--- src/pkg/ifed_pkg.sv ---
// Constants and carrier types for the interrupt flag and edge detect block
`default_nettype none
package ifed_pkg;
    localparam int NSRC      = 9;
    localparam int SRC_BT    = 0;
    localparam int SRC_BOTH  = 1;
    localparam int SRC_PIN0  = 2;
    localparam int SRC_PIN1  = 3;
    localparam int SRC_CSI   = 4;
    localparam int SRC_T0    = 5;
    localparam int SRC_TPG   = 6;
    localparam int SRC_KEY   = 7;
    localparam int SRC_WATCH = 8;

    localparam logic [3:0] ADDR_MODE0  = 4'h0;
    localparam logic [3:0] ADDR_MODE1  = 4'h1;
    localparam logic [3:0] ADDR_MODE2  = 4'h2;
    localparam logic [3:0] ADDR_PEND   = 4'h3;
    localparam logic [3:0] ADDR_PERMIT = 4'h6;
    localparam logic [3:0] FLAG_NIBS   = 4'h3;

    localparam logic [3:0]      MODE_RESET   = 4'h0;
    localparam logic [NSRC-1:0] PEND_RESET   = 9'h000;
    localparam logic [NSRC-1:0] PERMIT_RESET = 9'h000;

    localparam int SAMPLE_CLK_SEL = 3;
    localparam int KEY_MODE_BIT   = 3;
    localparam logic [1:0] EDGE_RISE = 2'h0;
    localparam logic [1:0] EDGE_FALL = 2'h1;

    localparam int FX_DIV = 64;
    localparam int DIV_W  = 6;

    localparam logic [2:0] VEC_FIRST = 3'h1;
    localparam logic [2:0] VEC_LAST  = 3'h6;
    localparam int         VADDR_W   = 16;

    typedef struct packed {
        logic interval_timer_event;
        logic serial_done_event;
        logic timer_match_event;
        logic pulsegen_match_event;
        logic watch_timer_event;
    } ifed_evt_t;

    typedef struct packed {
        logic       ext_pin_a;
        logic       ext_pin_b;
        logic       ext_pin_c;
        logic       ext_pin_bothedge;
        logic [7:0] key_inputs;
    } ifed_pins_t;

    function automatic logic [VADDR_W-1:0] vector_table_addr(
        input logic [2:0] n);
        return {12'h000, n, 1'b0};
    endfunction : vector_table_addr
endpackage : ifed_pkg
`default_nettype wire

--- src/verilog/ifed_ctrl.sv ---
// Interrupt pending and permit flags with external edge detectors
`default_nettype none
module ifed_ctrl #(
    parameter logic [3:0] IO_BANK = 4'hf
) (
    input  wire logic                      clk,
    input  wire logic                      reset_n,
    input  wire ifed_pkg::ifed_pins_t      pins,
    input  wire ifed_pkg::ifed_evt_t       evts,
    input  wire logic                      instr_tick,
    input  wire logic                      standby,
    input  wire logic                      memory_bank_select_enable,
    input  wire logic [3:0]                mem_bank,
    input  wire logic                      nib_we,
    input  wire logic                      nib_re,
    input  wire logic [3:0]                nib_addr,
    input  wire logic [3:0]                nib_wdata,
    input  wire logic                      bit_we,
    input  wire logic                      bit_re,
    input  wire logic [5:0]                bit_addr,
    input  wire logic                      bit_wdata,
    input  wire logic                      accept_valid,
    input  wire logic [2:0]                accept_num,
    output logic [6:1]                     vector_request,
    output logic                           standby_release,
    output logic [3:0]                     nib_rdata_reg,
    output logic                           bit_rdata_reg,
    output logic [ifed_pkg::VADDR_W-1:0]   vector_addr_reg
);
    import ifed_pkg::*;

    ifed_pins_t       pins_s1, pins_s2, pins_s3;
    logic [3:0]       mode0_reg, mode1_reg, mode2_reg;
    logic [NSRC-1:0]  pend_reg, permit_reg, req;
    logic [NSRC-1:0]  hw_set, acc_clr;
    logic [NSRC-1:0]  pend_wr, pend_val, perm_wr, perm_val;
    logic [DIV_W-1:0] div_reg;
    logic             fx_tick, samp_tick, nib_ok, nib_wr;
    logic             smp_reg, filt_reg, filt_d_reg;
    logic [7:0]       key_mask;
    logic             keys_all_hi, keys_hi_d_reg, key_fall, pin2_rise;
    logic [3:0]       nib_rd, bit_nib;

    function automatic logic edge_hit(input logic [1:0] m,
                                      input logic now, input logic was);
        return (m == EDGE_RISE && now && !was) ||
               (m == EDGE_FALL && !now && was);
    endfunction : edge_hit

    function automatic logic [3:0] rd_mux(input logic [3:0] a,
        input logic [3:0] m0, input logic [3:0] m1, input logic [3:0] m2,
        input logic [11:0] pp, input logic [11:0] ep);
        logic [3:0] op, oe;
        op = a - ADDR_PEND;
        oe = a - ADDR_PERMIT;
        if (a == ADDR_MODE0)
            return m0;
        else if (a == ADDR_MODE1)
            return m1;
        else if (a == ADDR_MODE2)
            return m2;
        else if (a >= ADDR_PEND && op < FLAG_NIBS)
            return pp[{op[1:0], 2'b00} +: 4];
        else if (a >= ADDR_PERMIT && oe < FLAG_NIBS)
            return ep[{oe[1:0], 2'b00} +: 4];
        return 4'h0;
    endfunction : rd_mux

    // Pin synchroniser
    always_ff @(posedge clk) begin
        if (!reset_n) begin
            pins_s1 <= '0;
            pins_s2 <= '0;
            pins_s3 <= '0;
        end else begin
            pins_s1 <= pins;
            pins_s2 <= pins_s1;
            pins_s3 <= pins_s2;
        end
    end

    // Nibble access honours bank select, bit access does not
    assign nib_ok = !memory_bank_select_enable || mem_bank == IO_BANK;
    assign nib_wr = nib_we && nib_ok;

    // Edge mode registers
    always_ff @(posedge clk) begin
        if (!reset_n) begin
            mode0_reg <= MODE_RESET;
            mode1_reg <= MODE_RESET;
            mode2_reg <= MODE_RESET;
        end else if (nib_wr) begin
            if (nib_addr == ADDR_MODE0)
                mode0_reg <= nib_wdata;
            if (nib_addr == ADDR_MODE1)
                mode1_reg <= nib_wdata;
            if (nib_addr == ADDR_MODE2)
                mode2_reg <= nib_wdata;
        end
    end

    // Oscillator divide-by-64 sample enable
    always_ff @(posedge clk) begin
        if (!reset_n)
            div_reg <= '0;
        else
            div_reg <= div_reg + 1'b1;
    end
    assign fx_tick   = div_reg == DIV_W'(FX_DIV - 1);
    assign samp_tick = !standby &&
        (mode0_reg[SAMPLE_CLK_SEL] ? fx_tick : instr_tick);

    // Pin0 noise filter: output follows two equal samples
    always_ff @(posedge clk) begin
        if (!reset_n) begin
            smp_reg    <= 1'b0;
            filt_reg   <= 1'b0;
            filt_d_reg <= 1'b0;
        end else begin
            filt_d_reg <= filt_reg;
            if (samp_tick) begin
                smp_reg <= pins_s2.ext_pin_a;
                if (smp_reg == pins_s2.ext_pin_a)
                    filt_reg <= smp_reg;
            end
        end
    end

    // Key group: keys n..7 selected, fall when all-high is lost
    assign key_mask    = 8'hff << mode2_reg[2:0];
    assign keys_all_hi = &(pins_s2.key_inputs | ~key_mask);
    always_ff @(posedge clk) begin
        if (!reset_n)
            keys_hi_d_reg <= 1'b1;
        else
            keys_hi_d_reg <= keys_all_hi;
    end
    assign key_fall  = mode2_reg[KEY_MODE_BIT] && keys_hi_d_reg &&
                       !keys_all_hi;
    assign pin2_rise = !mode2_reg[KEY_MODE_BIT] &&
                       pins_s2.ext_pin_c && !pins_s3.ext_pin_c;

    // Hardware set sources; a mode change can yield a spurious edge
    always_comb begin
        hw_set            = '0;
        hw_set[SRC_BT]    = evts.interval_timer_event;
        hw_set[SRC_BOTH]  = pins_s2.ext_pin_bothedge ^
                            pins_s3.ext_pin_bothedge;
        hw_set[SRC_PIN0]  = edge_hit(mode0_reg[1:0], filt_reg,
                                     filt_d_reg);
        hw_set[SRC_PIN1]  = edge_hit(mode1_reg[1:0], pins_s2.ext_pin_b,
                                     pins_s3.ext_pin_b);
        hw_set[SRC_CSI]   = evts.serial_done_event;
        hw_set[SRC_T0]    = evts.timer_match_event;
        hw_set[SRC_TPG]   = evts.pulsegen_match_event;
        hw_set[SRC_KEY]   = pin2_rise || key_fall;
        hw_set[SRC_WATCH] = evts.watch_timer_event;
    end

    // Acceptance clears the serviced flag; vector 1 clears neither flag when SRC_BT and SRC_BOTH are both permitted
    always_comb begin
        acc_clr = '0;
        if (accept_valid) begin
            if (accept_num == VEC_FIRST) begin
                if (!(permit_reg[SRC_BT] && permit_reg[SRC_BOTH])) begin
                    acc_clr[SRC_BT]   = permit_reg[SRC_BT];
                    acc_clr[SRC_BOTH] = permit_reg[SRC_BOTH];
                end
            end else if (accept_num <= VEC_LAST && accept_num != 3'h0) begin
                acc_clr[accept_num] = 1'b1;
            end
        end
    end

    // Software flag writes by nibble or by bit
    always_comb begin
        logic [3:0] pa, ea;
        logic       wv;
        pa = '0;
        ea = '0;
        wv = 1'b0;
        pend_wr  = '0;
        pend_val = '0;
        perm_wr  = '0;
        perm_val = '0;
        for (int i = 0; i < NSRC; i++) begin
            pa = ADDR_PEND + 4'(i / 4);
            ea = ADDR_PERMIT + 4'(i / 4);
            wv = (nib_wr && nib_addr == pa) ? nib_wdata[i % 4] : bit_wdata;
            if ((nib_wr && nib_addr == pa) ||
                (bit_we && bit_addr == {pa, 2'(i % 4)})) begin
                pend_wr[i]  = 1'b1;
                pend_val[i] = wv;
            end
            if ((nib_wr && nib_addr == ea) ||
                (bit_we && bit_addr == {ea, 2'(i % 4)})) begin
                perm_wr[i]  = 1'b1;
                perm_val[i] = (nib_wr && nib_addr == ea) ?
                              nib_wdata[i % 4] : bit_wdata;
            end
        end
    end

    // Pending flags: set beats any clear
    always_ff @(posedge clk) begin
        if (!reset_n)
            pend_reg <= PEND_RESET;
        else
            pend_reg <= hw_set | (pend_wr & pend_val) |
                (pend_reg & ~acc_clr & ~(pend_wr & ~pend_val));
    end

    // Permit flags
    always_ff @(posedge clk) begin
        if (!reset_n)
            permit_reg <= PERMIT_RESET;
        else
            permit_reg <= (permit_reg & ~perm_wr) | (perm_wr & perm_val);
    end

    // Requests; key and watch sources only release standby
    assign req                = pend_reg & permit_reg;
    assign vector_request[1]  = req[SRC_BT] | req[SRC_BOTH];
    assign vector_request[6:2] = req[SRC_TPG:SRC_PIN0];
    assign standby_release    = |req;

    // Register reads
    assign nib_rd  = rd_mux(nib_addr, mode0_reg, mode1_reg, mode2_reg,
                            12'(pend_reg), 12'(permit_reg));
    assign bit_nib = rd_mux(bit_addr[5:2], mode0_reg, mode1_reg, mode2_reg,
                            12'(pend_reg), 12'(permit_reg));
    always_ff @(posedge clk) begin
        if (!reset_n) begin
            nib_rdata_reg <= 4'h0;
            bit_rdata_reg <= 1'b0;
        end else begin
            if (nib_re && nib_ok)
                nib_rdata_reg <= nib_rd;
            if (bit_re)
                bit_rdata_reg <= bit_nib[bit_addr[1:0]];
        end
    end

    // Vector table address of the accepted request
    always_ff @(posedge clk) begin
        if (!reset_n)
            vector_addr_reg <= '0;
        else if (accept_valid && accept_num >= VEC_FIRST &&
                 accept_num <= VEC_LAST)
            vector_addr_reg <= vector_table_addr(accept_num);
    end

    property p_req_pin0;
        @(posedge clk) disable iff (!reset_n)
        pend_reg[SRC_PIN0] && permit_reg[SRC_PIN0] |-> vector_request[2];
    endproperty
    a_req_pin0: assert property (p_req_pin0)
        else $error("pin0 request missing");

    property p_wake;
        @(posedge clk) disable iff (!reset_n)
        req[SRC_WATCH] && req[SRC_TPG:SRC_BT] == '0
            |-> standby_release && vector_request == 6'h00;
    endproperty
    a_wake: assert property (p_wake)
        else $error("watch source did not release standby");

    property p_serial_set;
        @(posedge clk) disable iff (!reset_n)
        evts.serial_done_event |=> pend_reg[SRC_CSI];
    endproperty
    a_serial_set: assert property (p_serial_set)
        else $error("serial strobe lost");

    property p_both_edge;
        @(posedge clk) disable iff (!reset_n)
        pins_s2.ext_pin_bothedge != pins_s3.ext_pin_bothedge
            |=> pend_reg[SRC_BOTH];
    endproperty
    a_both_edge: assert property (p_both_edge)
        else $error("both-edge transition missed");

    property p_permit_reset;
        @(posedge clk) !reset_n |=> permit_reg == PERMIT_RESET;
    endproperty
    a_permit_reset: assert property (p_permit_reset)
        else $error("permit not cleared by reset");

    property p_shared_keep;
        @(posedge clk) disable iff (!reset_n)
        accept_valid && accept_num == VEC_FIRST && permit_reg[SRC_BT] &&
        permit_reg[SRC_BOTH] && !nib_wr && !bit_we
            |=> pend_reg[SRC_BOTH:SRC_BT] >= $past(pend_reg[SRC_BOTH:SRC_BT]);
    endproperty
    a_shared_keep: assert property (p_shared_keep)
        else $error("shared flags changed on accept");

    property p_accept_clear;
        @(posedge clk) disable iff (!reset_n)
        accept_valid && accept_num == 3'h4 && !evts.serial_done_event &&
        !nib_wr && !bit_we |=> !pend_reg[SRC_CSI];
    endproperty
    a_accept_clear: assert property (p_accept_clear)
        else $error("serial flag not cleared on accept");

    property p_set_wins;
        @(posedge clk) disable iff (!reset_n)
        evts.timer_match_event && bit_we && !bit_wdata &&
        bit_addr == {ADDR_PEND + 4'h1, 2'h1} |=> pend_reg[SRC_T0];
    endproperty
    a_set_wins: assert property (p_set_wins)
        else $error("set lost to clear");

    property p_mode0_write;
        @(posedge clk) disable iff (!reset_n)
        nib_wr && nib_addr == ADDR_MODE0 |=> mode0_reg == $past(nib_wdata);
    endproperty
    a_mode0_write: assert property (p_mode0_write)
        else $error("pin0 mode write lost");

    property p_standby_hold;
        @(posedge clk) disable iff (!reset_n)
        standby [*2] |-> $stable(filt_reg);
    endproperty
    a_standby_hold: assert property (p_standby_hold)
        else $error("pin0 filter moved in standby");

    property p_vec_addr;
        @(posedge clk) disable iff (!reset_n)
        accept_valid && accept_num == 3'h5
            |=> vector_addr_reg == 16'h000a;
    endproperty
    a_vec_addr: assert property (p_vec_addr)
        else $error("wrong vector address");
endmodule : ifed_ctrl
`default_nettype wire
--- config.mk ---
export PLATFORM = sky130hd
export DESIGN_NAME = ifed_ctrl
export DESIGN_NICKNAME = d
export VERILOG_FILES = /design/src/pkg/ifed_pkg.sv /design/src/verilog/ifed_ctrl.sv
export SDC_FILE = /design/constraint.sdc
export NUM_CORES = 1
export LEC_CHECK = 0
export BUFFER_PORTS_ARGS = -buffer_cell sky130_fd_sc_hd__buf_2
export CAP_MARGIN = 0
export CORE_ASPECT_RATIO = 1.25
export CORE_MARGIN = 4
export CORE_UTILIZATION = 31
export CTS_BUF_LIST = sky130_fd_sc_hd__clkbuf_4 sky130_fd_sc_hd__clkbuf_8 sky130_fd_sc_hd__clkbuf_16
export DETAILED_ROUTE_END_ITERATION = 6
export PLACE_DENSITY = 0.55
export SETUP_SLACK_MARGIN = 0.3
export SLEW_MARGIN = 10
export SYNTH_ARGS = -nofsm -noshare
export SYNTH_HDL_FRONTEND = slang
export SYNTH_SLANG_ARGS = --single-unit
export TNS_END_PERCENT = 100
--- constraint.sdc ---
create_clock -name clk -period 3.3 [get_ports clk]
set_input_delay 0.165 -clock clk [delete_from_list [all_inputs] [get_ports clk]]
set_output_delay 0.165 -clock clk [all_outputs]
set_load 0.02 [all_outputs]
# == Word level (Yosys, flattened, before mapping) ==
# Index checks and enable logic that the tools add are counted.
# classes
addsub,5
n_mul,0
div,0
n_lt_le_gt_ge,13
eq_ne,34
n_shift,5
n_mux,86
bitwise_logic,18
reduce_logical,90
# op_table
cell,n
6-bit by 5-bit equality test with 1-bit output (second input constant),13
1-bit two-way mux,67
9-bit AND,7
1-bit logical AND,48
4-bit two-way mux,12
12-bit by 5-bit indexed part select with 4-bit output,4
9-bit inverter,4
9-bit OR,3
6-bit by 4-bit equality test with 1-bit output (second input constant),4
1-bit logical OR,22
4-bit by 3-bit equality test with 1-bit output (second input constant),4
4-bit by 2-bit less-than comparator with 1-bit output (second input constant),4
4-bit by 2-bit equality test with 1-bit output (second input constant),3
6-bit equality test (second input constant),2
1-bit logical NOT,9
9-bit two-way mux,1
9-bit OR reduction,1
4-bit by 1-bit equality test with 1-bit output (second input constant),2
4-bit equality test (second input constant),2
4-bit by 2-bit greater-or-equal comparator with 1-bit output (second input constant),2
4-bit by 3-bit greater-or-equal comparator with 1-bit output (second input constant),2
4-bit logical NOT,2
8-bit two-way mux,1
8-bit inverter,1
other kinds (22),31
# totals
ff_bits,75
latch_bits,0
mem_bits_rw,0
mem_bits_ro,0
input_bits,49
output_inout_bits,28
wordCells,277
n_memories,0

# == Logic depth before layout (Yosys ltp) ==
# Gate-level depths: netlist (run 1).
# depth
ltp_word,11
mapped_depth,10
depth_no_buf,8

# == Worst setup path before layout (run 1) ==
# Ideal clock, no wire load.
# synth_timing
kind,input port to flip-flop
from,input nib_addr[0]
to,register nib_rdata_reg[1]
setup_ns,0.120
arrival_time_ns,2.133
t_required_ns,3.180
path_slack_ns,1.048
cell_stages,9
path_buffers,2
cell_sequence,clkbuf_1 inv_1 ha_1 clkbuf_1 o21ai_0 o311ai_0 o21ai_1 a2111oi_0 a211o_1
# synth_via
elab_chain_cells,9
elab_cells_between_ends,24
cone_classes,add/sub (2); order compare (4); eq/ne (2); shift (2); mux (11); reduce/logical (3)
# synth_lines
element,line_no,text
start: declaration,ifed_ctrl.sv:16,"input wire logic [3:0] nib_addr,"
4-bit by 3-bit subtractor with 4-bit output,ifed_ctrl.sv:55,oe = a - ADDR_PERMIT;
4-bit by 2-bit less-than comparator with 1-bit output,ifed_ctrl.sv:64,else if (a >= ADDR_PERMIT && oe < FLAG_NIBS)
1-bit logical AND,ifed_ctrl.sv:64,
1-bit two-way mux,ifed_ctrl.sv:64,
1-bit two-way mux,ifed_ctrl.sv:62,else if (a >= ADDR_PEND && op < FLAG_NIBS)
1-bit two-way mux,ifed_ctrl.sv:60,else if (a == ADDR_MODE2)
1-bit two-way mux,ifed_ctrl.sv:58,else if (a == ADDR_MODE1)
1-bit two-way mux,ifed_ctrl.sv:56,if (a == ADDR_MODE0)
4-bit two-way mux *,ifed_ctrl.sv:66,return 4'h0;
end signal: assignment,ifed_ctrl.sv:238,nib_rdata_reg <= nib_rd;
end: declaration,ifed_ctrl.sv:26,"output logic [3:0] nib_rdata_reg,"
# Every way passes the cells marked *; elsewhere a longest branch is shown, timed or not. The select of a mux whose other input is x is not followed.
# A chain may end at the register's enable or synchronous reset.

# == Worst setup path in the final report (run 1) ==
# layout_timing
from,register pend_reg[0]
to,output standby_release
# layout_via
elab_chain_cells,2
# layout_lines
element,line_no,text
start: declaration,ifed_ctrl.sv:34,"logic [NSRC-1:0] pend_reg, permit_reg, req;"
start signal: assignment,ifed_ctrl.sv:209,pend_reg <= hw_set | (pend_wr & pend_val) |
9-bit AND,ifed_ctrl.sv:222,assign req = pend_reg & permit_reg;
9-bit OR reduction,ifed_ctrl.sv:225,assign standby_release = |req;
end: declaration,ifed_ctrl.sv:25,"output logic standby_release,"
# No other way between the ends.

==> impl_metrics.yaml, run 1 <==
status:
  status: "complete, no violations"
synth:
  synth_top_area_share_pct: 34.0
  synth_seq_cells: 75
  synth-edff-count: 0
  synthArstFlopShare_pct: 0
  synthFlopType: "dfxtp_1"
  yosysTopAreaCell: "dfxtp_1"
  synth_area_per_cell_sq_um: 8.27
  yosysMostFrequentCell: "dfxtp_1"
  yosys_warnings: 0
  seq_area_frac_synth_pct: 34.0
  syn_area_sq_mm: 0.00442
  yosys-top-cells-count: "dfxtp_1 (75), and2_1 (41), nand2_1 (41), nor2_1 (41), mux2i_1 (36)"
  synth_cells: 534
  synthDistinctLibCells: 64
  ys_top_cells_by_area: "dfxtp_1 (34%), mux2i_1 (8.2%), and2_1 (5.8%)"
setup_path:
  reg2reg_slack_ns: 1.60
  cp.required_ns: 3.13
  reg2reg_to: "bit_rdata_reg$_SDFFE_PN0P_"
  critPathMaxFanout: 4
  arrival_ns: 2.01
  start_kind: "flop"
  crit_start: "pend_reg[0]$_SDFF_PN0_"
  crit_type: "flop to primary output"
  setup.worst_path.end_class: "primary output"
  worstRegToRegCells: 6
finish:
  drive_above_1_share_pct: 15.9
  syn_to_final_growth_pct: 15.2
  n_fill_cell: 1453
  final_cells: 761
  layout.area.seq_sq_mm: 0.00150
  multi_input_area_sq_mm: 0.00267
  stdcell_area_sq_mm: 0.00509
  nets: 643
  antenna_cells: 0
sta:
  finalSetupViolCount: 0
  fin_crit_sh_pct: 65.9
  finClkSkew_ns: 0.0105
  finalHoldViolations: 0
  drv_slew: 0
  fin_hold_ws_ns: 0.0343
  max_freq_ghz: 0.460
  slew_headroom_pct: 53.9
  fin_crit_ns: 2.17
  tightest_slew_ns: 0.689
  finalSetupTns_ns: 0
  rsz0062_at_grt: "false"
global_route:
  grt_usage_pct: 15.5
  antenna_found_initial: 1
  grt_start_max_net_pins: 74
  grt_pass1_wl_um: 20000
  gr-total-overflow: 0
  first_global_vias: 3898
drt:
  post_drt_wl_per_cell_um: 16.2
  vias: 3993
  routed_via_density: 5.25
  ant_nets: 0
  drt_iter0_drc: 223
  drt-pass1-iter-count: 4
  drc: 0
  wl_um: 12300
floorplan:
  core_sq_mm: 0.0139
  dieArea_sq_mm: 0.0162
  die_w_um: 115
  initial_core_util_pct: 31.8
  rows: 48
  die_y_um: 141
  ioPinCount: 77
placement:
  hpwlAfterDp_um: 9220
  placedCellCount: 745
  routabilityCongestion: 0.888
  port_buffers: 63
  placed_area_sq_mm: 0.00480
clocking:
  clock_latency_ns: 0.34
  cts.sinks: 75
  htreeDepth: 3
  cts_max_path_buffers: 2
  cts.clk_slew.worst_paths_ns: 0.06
  postCtsHoldBufs: 0
  post-cts-setup-buffer-count: 0
  cts_made_buffers: 9
  cts-root-buf: "clkbuf_16"
  ctsResizeCount: 0
  cts_tree: "yes"
power:
  cellLeakagePower_nw: 2.25
  power_w: 0.00219
  ir_worst_vdd_v: 0.000270
  power.density_mw_per_mm2: 430
job:
  cap_violations: 0
worst_hold_path:
  hold_class: "primary input to flop"
  worstHoldStart: "pins[9]"
  holdPathEnd: "pins_s1[9]$_SDFF_PN0_"
  min_path_cells: 2
==> layout by cell type, fill, tap and decap left out, drive strengths merged, types with 5 or more instances in the layout <==
cell	instances
clkbuf	10
nand2b	7
ha	13
nand3	22
dfxtp	75
and2	41
inv	23
nand2	41
o211ai	9
buf	65
mux2i	36
a21boi	7
a21oi	27
a31oi	5
nor2b	22
o21ai	23
nor2	41
o211a	9
conb	13
o21a	7
==> metal layers <==
metal  track usage (%)  vias to the layer above  wire, um  part of all wire, %
li1                  -                     1956         -                    -
met1              19.4                     1870      5110                   42
met2              26.3                      140      6040                   49
met3              3.03                       25       867                  7.1
met4              5.50                        2       272                  2.2
met5                 0                        -        13                 0.11
==> stage by stage <==
stage | util (%) | worst slack [ns]
after global placement | 34.6 | 0.854
final | 36.7 | 1.13
after CTS | 36.7 | 1.11
after global routing | 36.7 | 1.01
after detailed placement | 34.6 | 0.795
after floorplan | - | 1.05
==> worst max-delay path by stage <==
| stage | endpoint | depth (start not counted) |
|---|---|---|
| 2_1_floorplan | nib_rdata_reg[1]$_SDFFE_PN0P_ | 9 |
| 3_3_place_gp | bit_rdata_reg$_SDFFE_PN0P_ | 8 |
| 3_5_place_dp | bit_rdata_reg$_SDFFE_PN0P_ | 8 |
| 4_1_cts | standby_release | 4 |
| 5_1_grt | bit_rdata_reg$_SDFFE_PN0P_ | 8 |
| 6_report | standby_release | 4 |
==> cell families (layout without fill, tap and decap cells) <==
| kind of cell | after synthesis | after routing | share of synthesized area [%] |
|---|---|---|---|
| other cells | 1 | 13 | 0.0849 |
| simple gates | 211 | 211 | 25.5 |
| xor+xnor | 5 | 5 | 0.991 |
| fa+ha+maj | 13 | 13 | 3.68 |
| flops | 75 | 75 | 34.0 |
| buf+inv | 62 | 102 | 6.51 |
| mux | 39 | 39 | 8.92 |
| compound gates | 128 | 128 | 20.3 |
==> report_power, final <==
part | switching (W) | internal [W]
Combinational | 0.000178 | 0.000117
Clock | 0.000392 | 0.000537
Sequential | 0.0000246 | 0.000939
==> worst max-delay path, cell delays in order (launching register included) <==
cell and delay (ns):
dfxtp_1 0.36, a22o_1 0.28, nor4_1 0.26, or4b_2 0.60, buf_2 0.18
==> layout make-up <==
type | count | share of cell area [%]
multi-input combinational | 409 | 52.5
tap | 175 | 4.30
timing repair buffer | 65 | 6.49
inverter | 21 | 1.55
sequential | 75 | 29.5
clock buffer | 10 | 4.69
clock inverter | 6 | 0.958
Power figures use the tool's default switching activity.
==> run 2, diff against run 1 <==
--- a/config.mk
+++ b/config.mk
@@ -5,6 +5,7 @@
 export SDC_FILE = /design/constraint.sdc
 export NUM_CORES = 1
 export LEC_CHECK = 0
+export ABC_AREA = 1
 export BUFFER_PORTS_ARGS = -buffer_cell sky130_fd_sc_hd__buf_2
 export CAP_MARGIN = 0
 export CORE_ASPECT_RATIO = 1.25
==> constraint.sdc (replaced) <==
create_clock -name clk -period 2.25 [get_ports clk]
set_input_delay 0.1125 -clock clk [delete_from_list [all_inputs] [get_ports clk]]
set_output_delay 0.1125 -clock clk [all_outputs]
set_load 0.02 [all_outputs]
==> impl_metrics.yaml, run 2 <==
status:
  status: "complete, no violations"
drt:
  vias: 4383
  drt_iter0_drc: 241
  drt-pass1-iter-count: 5
  ant_nets: 0
  post_drt_wl_per_cell_um: 15.4
  routed_via_density: 4.86
  wl_um: 13900
  drc: 0
finish:
  antenna_cells: 0
  nets: 789
  drive_above_1_share_pct: 16.3
  layout_common_cells: "nand2_1 (137), inv_1 (110), dfxtp_1 (75)"
  final_common_cell: "nand2_1"
  finish.utilization_pct: 38.9
  syn_to_final_growth_pct: 21.5
setup_path:
  cp.required_ns: 2.14
  reg2reg_slack_ns: 0.71
  worstRegToRegCells: 12
  critPathMaxStageDelay_ns: 0.35
  start_kind: "flop"
  cp_slowest_cell: "dfxtp_1"
  crit_chain: "buf_4 -> nand2_1 -> inv_1 -> a221oi_1 -> nand4_1 -> buf_2"
  crit_type: "flop to primary output"
  crit_buf_inv: 3
  critical_path.top_delay_family: "buffers and inverters"
  arrival_ns: 1.52
  reg2reg_to: "bit_rdata_reg$_SDFFE_PN0P_"
  crit_start: "pend_reg[3]$_SDFF_PN0_"
  setup.worst_path.end_class: "primary output"
  critPathMaxFanout: 3
sta:
  max_freq_ghz: 0.611
  tightest_slew_ns: 0.596
  finalSetupViolCount: 0
  timing.final.ws_setup_ns: 0.615
  finClkSkew_ns: 0.00947
  fin_crit_ns: 1.64
  finalHoldViolations: 0
  slew_headroom_pct: 60.2
  fin_crit_sh_pct: 72.7
  rsz0062_at_grt: "false"
  finalSetupTns_ns: 0
  drv_slew: 0
  fin_hold_ws_ns: 0.0333
clocking:
  cts_max_path_buffers: 2
  cts_tree: "yes"
  cts.sinks: 75
  cts_made_buffers: 9
  clock_latency_ns: 0.33
  postCtsHoldBufs: 12
  htreeDepth: 3
  cts.clk_slew.worst_paths_ns: 0.06
  post-cts-setup-buffer-count: 0
  ctsResizeCount: 0
  cts-root-buf: "clkbuf_16"
synth:
  synth_seq_cells: 75
  yosysTopAreaCell: "dfxtp_1"
  ys_top_cells_by_area: "dfxtp_1 (35%), nand2_1 (12%), inv_1 (9.6%)"
  yosys-top-cells-count: "nand2_1 (137), inv_1 (110), dfxtp_1 (75), o21ai_0 (61), a21oi_1 (47)"
  seq_area_frac_synth_pct: 34.8
  synth_area_per_cell_sq_um: 6.65
  synth_top_area_share_pct: 34.8
  synth-edff-count: 0
  synth_cells: 649
  yosys_warnings: 0
  synthDistinctLibCells: 37
  synthFlopType: "dfxtp_1"
  yosysMostFrequentCell: "nand2_1"
  synthArstFlopShare_pct: 0
  syn_area_sq_mm: 0.00431
worst_hold_path:
  holdPathEnd: "pend_reg[8]$_SDFF_PN0_"
  hold_class: "primary input to flop"
  min_path_cells: 3
  worstHoldStart: "evts[0]"
global_route:
  grt_usage_pct: 17.6
  antenna_found_initial: 0
  grt_pass1_wl_um: 22000
  gr-total-overflow: 0
  grt_start_max_net_pins: 48
  first_global_vias: 4275
placement:
  routabilityCongestion: 0.970
  dp_slack_ns: 0.277
  port_buffers: 63
  hpwlAfterDp_um: 10900
floorplan:
  core_sq_mm: 0.0135
  dieArea_sq_mm: 0.0159
  die_w_um: 114
  ioPinCount: 77
  rows: 47
  die_y_um: 140
  initial_core_util_pct: 32.0
power:
  cellLeakagePower_nw: 2.53
  power.density_mw_per_mm2: 679
  ir_worst_vdd_v: 0.000473
job:
  cap_violations: 0
==> run 2: layout make-up <==
class	instances	area, sq um
inverter	125	469
timing repair buffer	79	465
multi-input combinational	437	2240
tap	171	214
clock inverter	4	98.8
clock buffer	11	246
sequential	75	1500
fill	1405	8230
==> run 2: how the worst max path moves through the flow <==
| stage | slack (ns) | endpoint | cells after the start |
|---|---|---|---|
| after floorplan | 0.77 | nib_rdata_reg[0]$_SDFFE_PN0P_ | 12 |
| after global placement | 0.30 | bit_rdata_reg$_SDFFE_PN0P_ | 12 |
| after global routing | 0.40 | bit_rdata_reg$_SDFFE_PN0P_ | 12 |
| final | 0.61 | standby_release | 6 |
| after CTS | 0.61 | standby_release | 6 |
| after detailed placement | 0.28 | bit_rdata_reg$_SDFFE_PN0P_ | 12 |
==> run 2: kinds of logic (layout without fill, tap and decap cells) <==
group           count (synthesis)  count (layout)  share of synthesized area, %
simple gates                  249             249                          25.8
compound gates                159             159                          20.7
buf+inv                       149             219                          14.2
flops                          75              75                          34.8
fa+ha+maj                      13              13                          3.77
xor+xnor                        3               3                         0.609
other cells                     1              13                        0.0869
==> run 2: stage by stage <==
stage,total power [W],cell area [sq um],std cells
final,0.00356,5240,902
after CTS,0.00360,5240,902
after global routing,0.00371,5240,902
after floorplan,0.00175,4360,661
after global placement,0.00190,4770,875
after detailed placement,0.00190,4770,875
==> run 2: report_power, final <==
part	leakage, nW	internal, W	switching [W]
Clock	0.169	0.00112	0.000544
Combinational	1.75	0.000162	0.000311
Sequential	0.614	0.00138	0.0000393
==> run 2: layer usage <==
metal | part of all wire [%] | vias up | global-route usage [%]
met5 | 0 | - | 0
met4 | 4.3 | 0 | 8.73
met3 | 6.3 | 38 | 3.75
met2 | 51 | 161 | 31.5
met1 | 39 | 1943 | 19.5
li1 | - | 2241 | -
==> run 2: worst reg2reg max path, cell delays in order (launching register included) <==
cell and delay, ns:
dfxtp_1 0.31, inv_1 0.17, o21ai_0 0.11, a21oi_1 0.27
nand2_2 0.08, nand3_1 0.09, nand2_1 0.06, nand2_1 0.05
nand2_1 0.04, nand2_1 0.06, nand2_1 0.05, nand3_1 0.08
a21oi_2 0.05
